`config.mk`:
```
export PLATFORM = sky130hd
export DESIGN_NAME = drive_fieldbus_command_decoder
export DESIGN_NICKNAME = d
export VERILOG_FILES = /design/src/cmd_decoder_pkg.sv /design/src/drive_fieldbus_command_decoder.sv /design/src/wdog_monitor.sv
export VERILOG_INCLUDE_DIRS = /design/src
export SDC_FILE = /design/constraint.sdc
export NUM_CORES = 1
export LEC_CHECK = 0
export BUFFER_PORTS_ARGS = -buffer_cell sky130_fd_sc_hd__clkbuf_2
export CAP_MARGIN = 0
export CELL_PAD_IN_SITES_DETAIL_PLACEMENT = 1
export CELL_PAD_IN_SITES_GLOBAL_PLACEMENT = 1
export CORE_AREA = 2 2 110 112
export DETAILED_ROUTE_END_ITERATION = 10
export DIE_AREA = 0 0 112 114
export MAX_ROUTING_LAYER = met4
export PLACE_DENSITY_LB_ADDON = 0.1
export SLEW_MARGIN = 20
export SYNTH_ARGS = -nofsm -noshare
export SYNTH_HDL_FRONTEND = slang
export SYNTH_SLANG_ARGS = --single-unit
export TNS_END_PERCENT = 30
```
`constraint.sdc`:
```
create_clock -name ref_clk_i -period 5.2 [get_ports ref_clk_i]
set_clock_uncertainty 0.05 [all_clocks]
set_input_delay 0.52 -clock ref_clk_i [delete_from_list [all_inputs] [get_ports ref_clk_i]]
set_output_delay 0.52 -clock ref_clk_i [all_outputs]
set_load 0.02 [all_outputs]
```
`src/cmd_decoder_params.svh`:
```
// constants for the fieldbus command word decoder
`ifndef CMD_DECODER_PARAMS_SVH
`define CMD_DECODER_PARAMS_SVH
`define CW_ON_BIT 4'h0
`define CW_COAST_N_BIT 4'h1
`define CW_QSTOP_N_BIT 4'h2
`define CW_START_BIT 4'h3
`define CW_RAMP_OUT_BIT 4'h4
`define CW_RAMP_HOLD_BIT 4'h5
`define CW_RAMP_IN_BIT 4'h6
`define CW_FAULT_ACK_BIT 4'h7
`define CW_JOG1_BIT 4'h8
`define CW_JOG2_BIT 4'h9
`define CW_FB_EN_BIT 4'hA
`define CW_WDOG_BIT 4'hB
`define CW_INTERNAL_BIT 4'hF
`define PLACE_FIELDBUS 3'h3
`define COMMAND_WORD_RESET 16'h0000
`define CLK_FREQ_HZ 250000000
`define WDOG_TICK_US 1000
`define WDOG_TICK_CYCLES ((`CLK_FREQ_HZ / 1000000) * `WDOG_TICK_US)
`endif

```
`src/cmd_decoder_pkg.sv`:
```
// types for the fieldbus command word decoder
package cmd_decoder_pkg;
  typedef enum logic [2:0] {
    SW_INHIBIT,
    SW_READY_ON,
    SW_READY_RUN,
    SW_RUNNING,
    SW_FAULT
  } drive_state_type;

  typedef enum logic [1:0] {
    STOP_NONE,
    STOP_RAMP,
    STOP_COAST,
    STOP_QUICK
  } stop_kind_type;

  typedef enum logic [1:0] {
    RAMP_FOLLOW,
    RAMP_OUT_ZERO,
    RAMP_FREEZE,
    RAMP_IN_ZERO
  } ramp_mode_type;

  typedef struct packed {
    logic at_zero_speed;
    logic fault_active;
    logic fault_removed_voltage;
    logic aux_jog_enable;
    logic io_jog_enable;
    logic io_jog1;
    logic io_jog2;
    logic [1:0] quick_stop_mode;
  } drive_status_type;

  typedef struct packed {
    drive_state_type state;
    stop_kind_type stop_kind;
    ramp_mode_type ramp_mode;
    logic run_request;
    logic jog1_active;
    logic jog2_active;
    logic fault_ack;
    logic [1:0] quick_stop_mode;
    logic fieldbus_active;
  } drive_control_type;
endpackage

```
`src/drive_fieldbus_command_decoder.sv`:
```
// decoder of the fieldbus command word into drive control state
`include "cmd_decoder_params.svh"
module drive_fieldbus_command_decoder #(
  parameter int WDOG_TICK = `WDOG_TICK_CYCLES
) (
  input wire logic ref_clk_i,
  input wire logic rstn_i,
  input wire logic cmd_write_i,
  input wire logic [15:0] fieldbus_command_word_i,
  input wire logic [2:0] control_place_select_i,
  input wire logic [15:0] watchdog_delay_setting_i,
  input wire cmd_decoder_pkg::drive_status_type status_i,
  output cmd_decoder_pkg::drive_control_type control_o,
  output logic [15:0] command_word_o,
  output logic watchdog_echo_o,
  output logic comm_fault_o,
  output logic bus_virtual_input_1_o,
  output logic bus_virtual_input_2_o,
  output logic bus_virtual_input_3_o,
  output logic bus_virtual_input_4_o
);
  import cmd_decoder_pkg::*;

  // ************************************
  // pin synchronisers for status inputs
  // ************************************
  drive_status_type stat_meta;
  drive_status_type stat;
  always_ff @(posedge ref_clk_i or negedge rstn_i) begin
    if (!rstn_i) begin
      stat_meta <= '0;
      stat <= '0;
    end else begin
      stat_meta <= status_i;
      stat <= stat_meta;
    end
  end

  // ************************************
  // command word capture
  // ************************************
  logic [15:0] command_word;
  logic [15:0] prev_word;
  always_ff @(posedge ref_clk_i or negedge rstn_i) begin
    if (!rstn_i) begin
      command_word <= `COMMAND_WORD_RESET;
      prev_word <= `COMMAND_WORD_RESET;
    end else begin
      prev_word <= command_word;
      if (cmd_write_i) begin
        command_word <= fieldbus_command_word_i;
        command_word[`CW_INTERNAL_BIT] <= 1'b0;
      end
    end
  end

  function automatic logic rose(input logic [15:0] now, input logic [15:0] was,
                                input logic [3:0] idx);
    rose = now[idx] & ~was[idx];
  endfunction

  // ************************************
  // control decode
  // ************************************
  logic fb_enabled;
  logic jog_running;
  logic on_bit;
  logic coast_n;
  logic qstop_n;
  logic start_bit;
  logic on_rise;
  logic ack_rise;
  logic ramp_bits_zero;
  logic wd_fault;
  logic io_jog_req;
  logic io_jog_both;
  assign fb_enabled = command_word[`CW_FB_EN_BIT]
                      && control_place_select_i == `PLACE_FIELDBUS;
  assign on_bit = fb_enabled & command_word[`CW_ON_BIT];
  assign coast_n = ~fb_enabled | command_word[`CW_COAST_N_BIT];
  assign qstop_n = ~fb_enabled | command_word[`CW_QSTOP_N_BIT];
  assign start_bit = fb_enabled & command_word[`CW_START_BIT];
  assign on_rise = fb_enabled & rose(command_word, prev_word, `CW_ON_BIT);
  // edge lives one cycle only, prev_word catches up on the next edge
  assign ack_rise = fb_enabled & rose(command_word, prev_word, `CW_FAULT_ACK_BIT);
  assign ramp_bits_zero = ~command_word[`CW_RAMP_OUT_BIT] & ~command_word[`CW_RAMP_HOLD_BIT]
                          & ~command_word[`CW_RAMP_IN_BIT];
  assign io_jog_req = stat.io_jog_enable & (stat.io_jog1 | stat.io_jog2);
  assign io_jog_both = stat.io_jog1 & stat.io_jog2;

  // ************************************
  // drive state machine
  // ************************************
  drive_state_type state;
  drive_state_type next_state;
  stop_kind_type next_stop_kind;
  logic fault_any;
  assign fault_any = stat.fault_active | wd_fault;

  always_comb begin
    next_state = state;
    next_stop_kind = STOP_NONE;
    unique case (state)
      SW_INHIBIT: begin
        // master must toggle on bit before leaving inhibit
        if (on_rise && coast_n && qstop_n && !fault_any) begin
          next_state = SW_READY_RUN;
        end
      end
      SW_READY_ON: begin
        if (!coast_n) begin
          next_state = SW_INHIBIT;
        end else if (on_bit && qstop_n) begin
          next_state = SW_READY_RUN;
        end
      end
      SW_READY_RUN: begin
        if (!coast_n || !qstop_n) begin
          next_state = SW_INHIBIT;
        end else if (!on_bit) begin
          next_state = SW_READY_ON;
        end else if (start_bit || (io_jog_req && !io_jog_both)) begin
          next_state = SW_RUNNING;
        end
      end
      SW_RUNNING: begin
        // held for the whole stop, the stale word would otherwise ramp
        if (!fb_enabled) begin
          next_stop_kind = STOP_COAST;
          if (stat.at_zero_speed) next_state = SW_INHIBIT;
        end else if (!coast_n) begin
          next_stop_kind = STOP_COAST;
          if (stat.at_zero_speed) next_state = SW_INHIBIT;
        end else if (!qstop_n) begin
          next_stop_kind = STOP_QUICK;
          if (stat.at_zero_speed) next_state = SW_INHIBIT;
        end else if (!on_bit) begin
          next_stop_kind = STOP_RAMP;
          if (stat.at_zero_speed) next_state = SW_READY_ON;
        end else if (!start_bit && !(io_jog_req && !io_jog_both) && !jog_running) begin
          next_stop_kind = STOP_RAMP;
          if (stat.at_zero_speed) next_state = SW_READY_RUN;
        end
      end
      SW_FAULT: begin
        if (ack_rise) begin
          // voltage gone means a fresh on cycle is needed
          next_state = stat.fault_removed_voltage ? SW_INHIBIT : SW_READY_ON;
        end
      end
    endcase
    if (fault_any && state != SW_FAULT) begin
      next_state = SW_FAULT;
    end
  end

  always_ff @(posedge ref_clk_i or negedge rstn_i) begin
    if (!rstn_i) begin
      state <= SW_INHIBIT;
    end else begin
      state <= next_state;
    end
  end

  // ************************************
  // jogging
  // ************************************
  logic fb_jog1;
  logic fb_jog2;
  logic ramp_locked;
  logic next_jog1;
  logic next_jog2;
  assign jog_running = fb_jog1 | fb_jog2;
  always_comb begin
    next_jog1 = 1'b0;
    next_jog2 = 1'b0;
    if (fb_enabled && stat.aux_jog_enable && ramp_bits_zero) begin
      // hold an accepted jog; accept a new one only at standstill
      if (jog_running || stat.at_zero_speed) begin
        next_jog1 = command_word[`CW_JOG1_BIT];
        next_jog2 = command_word[`CW_JOG2_BIT] & ~command_word[`CW_JOG1_BIT];
      end
    end
    if (stat.io_jog_enable && !start_bit && !io_jog_both) begin
      next_jog1 = next_jog1 | stat.io_jog1;
      next_jog2 = next_jog2 | stat.io_jog2;
    end
  end

  always_ff @(posedge ref_clk_i or negedge rstn_i) begin
    if (!rstn_i) begin
      fb_jog1 <= 1'b0;
      fb_jog2 <= 1'b0;
      ramp_locked <= 1'b0;
    end else begin
      fb_jog1 <= next_jog1;
      fb_jog2 <= next_jog2;
      // ramp bits wait for standstill after a jog ends
      if (jog_running && !(next_jog1 | next_jog2)) begin
        ramp_locked <= 1'b1;
      end else if (stat.at_zero_speed) begin
        ramp_locked <= 1'b0;
      end
    end
  end

  // ************************************
  // ramp mode, priority b4 > b5 > b6
  // ************************************
  ramp_mode_type ramp_mode;
  always_comb begin
    if (!fb_enabled || ramp_locked || jog_running) begin
      ramp_mode = RAMP_FOLLOW;
    end else if (!command_word[`CW_RAMP_OUT_BIT]) begin
      ramp_mode = RAMP_OUT_ZERO;
    end else if (!command_word[`CW_RAMP_HOLD_BIT]) begin
      ramp_mode = RAMP_FREEZE;
    end else if (!command_word[`CW_RAMP_IN_BIT]) begin
      ramp_mode = RAMP_IN_ZERO;
    end else begin
      ramp_mode = RAMP_FOLLOW;
    end
  end

  // ************************************
  // watchdog
  // ************************************
  wdog_monitor #(
    .TICK_CYCLES(WDOG_TICK)
  ) u_wdog (
    .ref_clk_i(ref_clk_i),
    .rstn_i(rstn_i),
    .wdog_bit_i(command_word[`CW_WDOG_BIT]),
    .watchdog_delay_setting_i(watchdog_delay_setting_i),
    .comm_fault_o(wd_fault)
  );

  // ************************************
  // registered outputs
  // ************************************
  always_ff @(posedge ref_clk_i or negedge rstn_i) begin
    if (!rstn_i) begin
      control_o <= '{state: SW_INHIBIT, stop_kind: STOP_NONE, ramp_mode: RAMP_FOLLOW,
                     default: '0};
      command_word_o <= `COMMAND_WORD_RESET;
      watchdog_echo_o <= 1'b0;
      comm_fault_o <= 1'b0;
      bus_virtual_input_1_o <= 1'b0;
      bus_virtual_input_2_o <= 1'b0;
      bus_virtual_input_3_o <= 1'b0;
      bus_virtual_input_4_o <= 1'b0;
    end else begin
      control_o.state <= next_state;
      control_o.stop_kind <= next_stop_kind;
      control_o.ramp_mode <= ramp_mode;
      control_o.run_request <= next_state == SW_RUNNING;
      control_o.jog1_active <= next_jog1;
      control_o.jog2_active <= next_jog2;
      control_o.fault_ack <= ack_rise;
      control_o.quick_stop_mode <= stat.quick_stop_mode;
      control_o.fieldbus_active <= fb_enabled;
      command_word_o <= command_word;
      watchdog_echo_o <= command_word[`CW_WDOG_BIT];
      comm_fault_o <= wd_fault;
      bus_virtual_input_1_o <= command_word[`CW_WDOG_BIT];
      bus_virtual_input_2_o <= command_word[12];
      bus_virtual_input_3_o <= command_word[13];
      bus_virtual_input_4_o <= command_word[14];
    end
  end
endmodule

```
`src/wdog_monitor.sv`:
```
// fieldbus watchdog pulse monitor
`include "cmd_decoder_params.svh"
module wdog_monitor #(
  parameter int TICK_CYCLES = `WDOG_TICK_CYCLES
) (
  input wire logic ref_clk_i,
  input wire logic rstn_i,
  input wire logic wdog_bit_i,
  input wire logic [15:0] watchdog_delay_setting_i,
  output logic comm_fault_o
);
  // ************************************
  // tick divider, one pulse per ms
  // ************************************
  logic [31:0] tick_cnt;
  logic tick;
  logic wdog_last;
  logic [15:0] quiet_ms;

  always_ff @(posedge ref_clk_i or negedge rstn_i) begin
    if (!rstn_i) begin
      tick_cnt <= 32'h0;
      tick <= 1'b0;
    end else if (tick_cnt == 32'(TICK_CYCLES - 1)) begin
      tick_cnt <= 32'h0;
      tick <= 1'b1;
    end else begin
      tick_cnt <= tick_cnt + 32'h1;
      tick <= 1'b0;
    end
  end

  // ************************************
  // toggle watch
  // ************************************
  always_ff @(posedge ref_clk_i or negedge rstn_i) begin
    if (!rstn_i) begin
      wdog_last <= 1'b0;
      quiet_ms <= 16'h0;
      comm_fault_o <= 1'b0;
    end else begin
      wdog_last <= wdog_bit_i;
      if (watchdog_delay_setting_i == 16'h0) begin
        quiet_ms <= 16'h0;
        comm_fault_o <= 1'b0;
      end else if (wdog_bit_i != wdog_last) begin
        quiet_ms <= 16'h0;
      end else if (tick && quiet_ms != 16'hFFFF) begin
        quiet_ms <= quiet_ms + 16'h1;
      end
      // fault is sticky until delay goes to zero, or until a toggle comes while quiet_ms is below the delay
      if (watchdog_delay_setting_i != 16'h0 && quiet_ms >= watchdog_delay_setting_i) begin
        comm_fault_o <= 1'b1;
      end else if (wdog_bit_i != wdog_last) begin
        comm_fault_o <= 1'b0;
      end
    end
  end
endmodule
```
After elaboration in Yosys (flattened, before gate mapping) --
Cells that the tools add are included.
Word-level totals: register bits after elaboration 118, latch bits 0, memory bits (writable) 0, bits in read-only memories 0, bits of input ports 47, output and inout bits 36, word-level logic and storage cells 156, memories kept 0
Operators by class: add/subtract/negate cells 2, multiply operators 0, div/mod/pow operators 0, $lt $le $gt $ge 1, equal/unequal tests 10, shift-type cells 0, muxes and demuxes 44, bitwise operators 26, reductions and logical operators 36
Operators with widths (count):
- 16-bit two-way mux | 3
- 3-bit two-way mux | 16
- 32-bit by 1-bit adder with 32-bit output, second input constant | 1
- 32-bit by 18-bit equality test with 1-bit output, second input constant | 1
- 32-bit two-way mux | 1
- 16-bit by 1-bit adder with 16-bit output, second input constant | 1
- 16-bit >= comparator | 1
- 1-bit logical AND | 16
- 16-bit zero test | 1
- 2-bit two-way mux | 8
- 16-bit != test, second input constant | 1
- 16-bit nonzero test | 1
- 1-bit two-way mux | 15
- 3-bit case mux with 5 select lines | 1
- 3-bit by 2-bit equality test with 1-bit output, second input constant | 4
- 1-bit bitwise AND | 11
- 1-bit zero test | 9
- 1-bit OR | 8
- 1-bit NOT | 7
- 3-bit nonzero test | 2
- 1-bit logical OR | 5
- 3-bit by 1-bit equality test with 1-bit output, second input constant | 1
- 3-bit equality test, second input constant | 1
- 3-bit zero test | 1
- 3 further kinds | 3

Depth between registers and ports, before layout --
depth in word-level cells 14, gate-level depth with buffers 7, depth with buffers taken out 7

By module --
From an unflattened synthesis, not the netlist that was laid out.
Unflattened totals: cells, all modules 451, area total of the unflattened synthesis 5170.0 um^2
Modules (own cells, without submodules):
- wdog_monitor | instances 1, cells each 295, area each 2927.8 um^2, sequential area each 1276.2 um^2
- drive_fieldbus_command_decoder | instances 1, cells each 156, area each 2242.2 um^2, sequential area each 1601.5 um^2

Least setup slack after synthesis --
Ideal clock, no wire load.
path type input to register, from input port watchdog_delay_setting_i[3], to register u_wdog.comm_fault_o, library setup time 0.136 ns, arrival 1.729 ns, data required time 5.014 ns, setup slack 3.285 ns, stages 6, path buffers 0, path through inv_1 ha_1 a2111oi_0 o21ai_0 a2111oi_0 o21ai_0
On the way: cells in the longest elaborated chain, start to end 3, elaborated cells between the ends (all ways) 6, those cells by class order compare (1); mux (1); reduce/logical (4)
RTL lines:
- from (decl) | RTL line drive_fieldbus_command_decoder.sv:11 | input wire logic [15:0] watchdog_delay_setting_i,
- 16-bit >= comparator or 16-bit nonzero test (tied branches) | RTL line wdog_monitor.sv:52 | if (watchdog_delay_setting_i != 16'h0 && quiet_ms >= watchdog_delay_setting_i) begin
- 1-bit logical AND | RTL line wdog_monitor.sv:52
- 3-bit nonzero test (no line) or 1-bit two-way mux (tied branches)
- to (signal assigned) | RTL line wdog_monitor.sv:45 | comm_fault_o <= 1'b0;
- to (signal assigned) | RTL line wdog_monitor.sv:53 | comm_fault_o <= 1'b1;
- to (signal assigned) | RTL line wdog_monitor.sv:55 | comm_fault_o <= 1'b0;
- to (decl) | RTL line wdog_monitor.sv:10 | output logic comm_fault_o
Parallel ways exist; a longest one is shown, timed or not. A chain may end at the register's enable or synchronous reset.

Worst setup path after layout --
from register command_word[10], to register control_o[11] in the netlist's numbering
On the way: cells in the longest elaborated chain, start to end 12, elaborated cells between the ends (all ways) 33, those cells by class mux (14); bitwise (7); reduce/logical (12)
RTL lines:
- from (decl) | RTL line drive_fieldbus_command_decoder.sv:42 | logic [15:0] command_word;
- from (signal assigned) | RTL line drive_fieldbus_command_decoder.sv:46 | command_word <= `COMMAND_WORD_RESET;
- from (signal assigned) | RTL line drive_fieldbus_command_decoder.sv:51 | command_word <= fieldbus_command_word_i;
- 1-bit logical AND (no line) (*)
- 1-bit bitwise AND | RTL line drive_fieldbus_command_decoder.sv:82 | assign start_bit = fb_enabled & command_word[`CW_START_BIT];
- 1-bit zero test | RTL line drive_fieldbus_command_decoder.sv:140 | end else if (!start_bit && !(io_jog_req && !io_jog_both) && !jog_running) begin
- 1-bit logical AND (2 in series) | RTL line drive_fieldbus_command_decoder.sv:140
- 3-bit two-way mux | RTL line drive_fieldbus_command_decoder.sv:140
- 3-bit two-way mux | RTL line drive_fieldbus_command_decoder.sv:137 | end else if (!on_bit) begin
- 3-bit two-way mux | RTL line drive_fieldbus_command_decoder.sv:134 | end else if (!qstop_n) begin
- 3-bit two-way mux | RTL line drive_fieldbus_command_decoder.sv:131 | end else if (!coast_n) begin
- 3-bit two-way mux | RTL line drive_fieldbus_command_decoder.sv:128 | if (!fb_enabled) begin
- 3-bit case mux with 5 select lines (*) | RTL line drive_fieldbus_command_decoder.sv:103 | unique case (state)
- 3-bit two-way mux (*) | RTL line drive_fieldbus_command_decoder.sv:152 | if (fault_any && state != SW_FAULT) begin
- net next_state[0] | RTL line drive_fieldbus_command_decoder.sv:95 | drive_state_type next_state;
- to (signal assigned) | RTL line drive_fieldbus_command_decoder.sv:243 | control_o <= '{state: SW_INHIBIT, stop_kind: STOP_NONE, ramp_mode: RAMP_FOLLOW,
- to (decl) | RTL line drive_fieldbus_command_decoder.sv:13 | output cmd_decoder_pkg::drive_control_type control_o,
Mark *: on every way through the listed nets, which the timed path passes. The rest lies on a longest branch.

==> impl_metrics.env <==
export IMPL_status="completed"
export IMPL_hold_buffers=0
export IMPL_cp_max_fo=11
export IMPL_drt_wl_total_um=11900
export IMPL_syn_nets=519
export IMPL_cts_sinks=114
export IMPL_cp_depth=6
export IMPL_cts_root_buffer="clkbuf_16"
export IMPL_ir_worst_vdd_uv=330
export IMPL_p_leak_nw=2.93
export IMPL_die_area_um2=12800
export IMPL_end_kind="flip-flop"
export IMPL_r2r_cells=6
export IMPL_fillers=1303
export IMPL_holdCritPathClass="in2async"
export IMPL_port_buffer_count=80
export IMPL_r2r_start="command_word[10]"
export IMPL_fp_row_count=40
export IMPL_grt_pass1_vias=4017
export IMPL_cts_setup_buffers=0
export IMPL_path_cells="nand4b_1 > inv_1 > a21oi_1 > a31oi_1 > nor3_1 > a2111oi_0"
export IMPL_antenna_cells=0
export IMPL_hold_viol_final=0
export IMPL_first_pass_iters=4
export IMPL_layout_commonest_cell="dfrtp_1"
export IMPL_worstSetupPathType="reg2reg"
export IMPL_seq_area_um2=2850
export IMPL_wl_per_cell_um=17.1
export IMPL_cts_resized_gates=0
export IMPL_setup_tns_ns=0
export IMPL_slew_headroom_pct=45.9
export IMPL_yosysTopAreaCell="dfrtp_1"
export IMPL_antenna_found_initial=0
export IMPL_path_clk_slew_ns=0.06
export IMPL_drtIter0Drc=164
export IMPL_fmax_ghz=0.444
export IMPL_drv_cap=0
export IMPL_area_growth_pct=20.3
export IMPL_synth_edf_count=0
export IMPL_cts_max_level=4
export IMPL_initial_core_util_pct=43.6
export IMPL_nets=601
export IMPL_cts_buffers_inserted=17
export IMPL_ys_ff_latch=114
export IMPL_r2r_slack_ns=2.95
export IMPL_critPathBufInv=1
export IMPL_crit_arrival_ns=2.46
export IMPL_grt_pass1_wl_um=19800
export IMPL_cp_top_family="compound AO/OA/AOI/OAI gates"
export IMPL_r2r_end="control_o[11]"
export IMPL_crit_end="control_o[11]"
export IMPL_period_needed_ns=2.25
export IMPL_syn_cell_area_um2=5110
export IMPL_worstMarginPinSlew_ns=0.811
export IMPL_die_h_um=114
export IMPL_critPathLaunch="command_word[10]"
export IMPL_num_vias=3675
export IMPL_power_density_nw_per_um2=356
export IMPL_setup_viol=0
export IMPL_grt_overflow_total=0
export IMPL_yosys_warnings=0
export IMPL_clock_latency_ns=0.42
export IMPL_critPathSlowestCell="inv_1"
export IMPL_drv_slew=0
export IMPL_start_kind="flip-flop"
export IMPL_synth_async_reset_ratio_pct=100
export IMPL_track_usage_pct=20.3
export IMPL_tritoncts="yes"
export IMPL_synth_distinct_cells=51
export IMPL_place_congestion=0.804
export IMPL_final_period_utilization_pct=43.3
export IMPL_grt_start_max_net_pins=67
export IMPL_design_area_um2=6150
export IMPL_drive_gt1_share_pct=25.3
export IMPL_postRouteAntennaNets=0
export IMPL_dp_hpwl_um=7930
export IMPL_seq_area_frac_synth_pct=55.8
export IMPL_synth_area_leaders="dfrtp_1, ha_1, xnor2_1"
export IMPL_critical_path_max_stage_delay_ns=0.45
export IMPL_core_area_um2=11700
export IMPL_clk_path_buf_depth=2
export IMPL_required_ns=5.41
export IMPL_io_pins=83
export IMPL_grt_setup_unrepaired="no"
export IMPL_multiInputGateArea_um2=2030
export IMPL_drc=0
export IMPL_synthCells=454
export IMPL_syn_area_per_cell_um2=11.3
export IMPL_final_cell_mix="dfrtp_1, clkbuf_2, nor2_1"
export IMPL_avgViaCountPerCell=5.28
export IMPL_synth_top_area_share_pct=55.8
export IMPL_synth_ff_type="dfrtp_1"
export IMPL_place_area_um2=5590
export IMPL_die_w_um=112
export IMPL_utilization_pct=52.5
-- state kept, by name, indices dropped and copies added, names as in the netlist --
signal / cells
u_wdog.tick_cnt: 32
u_wdog.quiet_ms: 16
command_word: 15
command_word_o: 15
control_o: 14
stat: 9
stat_meta: 9
comm_fault_o: 1
ramp_locked: 1
u_wdog.comm_fault_o: 1
u_wdog.tick: 1
-- final cells by class --
class	instances	share of cell area [%]
sequential	114	46.4
inverter	28	1.71
clock inverter	14	2.14
clock buffer	18	6.98
timing repair buffer	82	6.80
multi-input combinational	293	33.0
tap	147	2.99
-- cell usage after synthesis (2+ instances only) --
library cell,instances
and3_1,11
a2111oi_0,7
nand3_1,19
buf_4,8
nor2b_1,3
buf_2,2
xnor2_1,24
a21o_1,3
o211ai_1,4
nand2b_1,5
nand4_1,15
nor2_1,39
nor4b_1,4
inv_1,28
o21ai_0,10
nand2_1,25
mux2_2,13
and2_1,2
and4_1,3
buf_6,3
a21oi_1,12
nand4b_1,3
dfrtp_1,114
clkbuf_1,5
a31oi_1,2
a211oi_1,8
ha_1,18
mux2i_1,2
xor2_1,20
nor3_1,7
or2_2,4
and3_2,2
nor4_1,10
o2111ai_1,2
-- cells by family (layout without fill, tap and decap cells) --
group           after synthesis  count (layout)  share of synthesized area [%]
simple gates                161             161                           17.2
buf+inv                      47             142                           4.53
compound gates               54              54                           7.17
xor+xnor                     44              44                           7.54
mux                          15              15                           3.26
flops                       114             114                           55.8
fa+ha+maj                    18              18                           4.41
other cells                   1               1                         0.0734
-- per-stage QoR --
stage	setup slack, ns	power, W	hold slack, ns	cells
2_1_floorplan	3.28	0.00105	0.174	454
5_1_grt	2.66	0.00227	0.127	696
3_3_place_gp	2.74	0.00111	0.281	664
3_5_place_dp	2.77	0.00112	0.288	664
6_report	2.95	0.00219	0.0786	696
4_1_cts	2.96	0.00222	0.103	696
-- where the power goes --
part	internal [W]	switching [W]
registers	0.000924	0.0000302
logic	0.0000535	0.0000972
clock network	0.000660	0.000424
total	0.00164	0.000551
-- worst min-delay path by stage --
stage               cells after the start    startpoint  slack, ns                 end
floorplan                               0        rstn_i       0.17        comm_fault_o
global placement                        0  stat_meta[6]       0.28             stat[6]
detailed placement                      0  stat_meta[1]       0.29             stat[1]
CTS                                     1        rstn_i       0.10  u_wdog.quiet_ms[6]
global route                            1        rstn_i       0.13  u_wdog.quiet_ms[6]
finish                                  1        rstn_i       0.08  u_wdog.quiet_ms[6]
-- layer usage --
metal	part of all wire [%]	vias to the layer above	global-route usage [%]
met2	51	55	33.8
met5	0	-	-
li1	-	1753	-
met4	0.74	0	7.32
met1	44	1860	24.0
met3	3.4	7	5.63
Power figures use the tool's default switching activity.
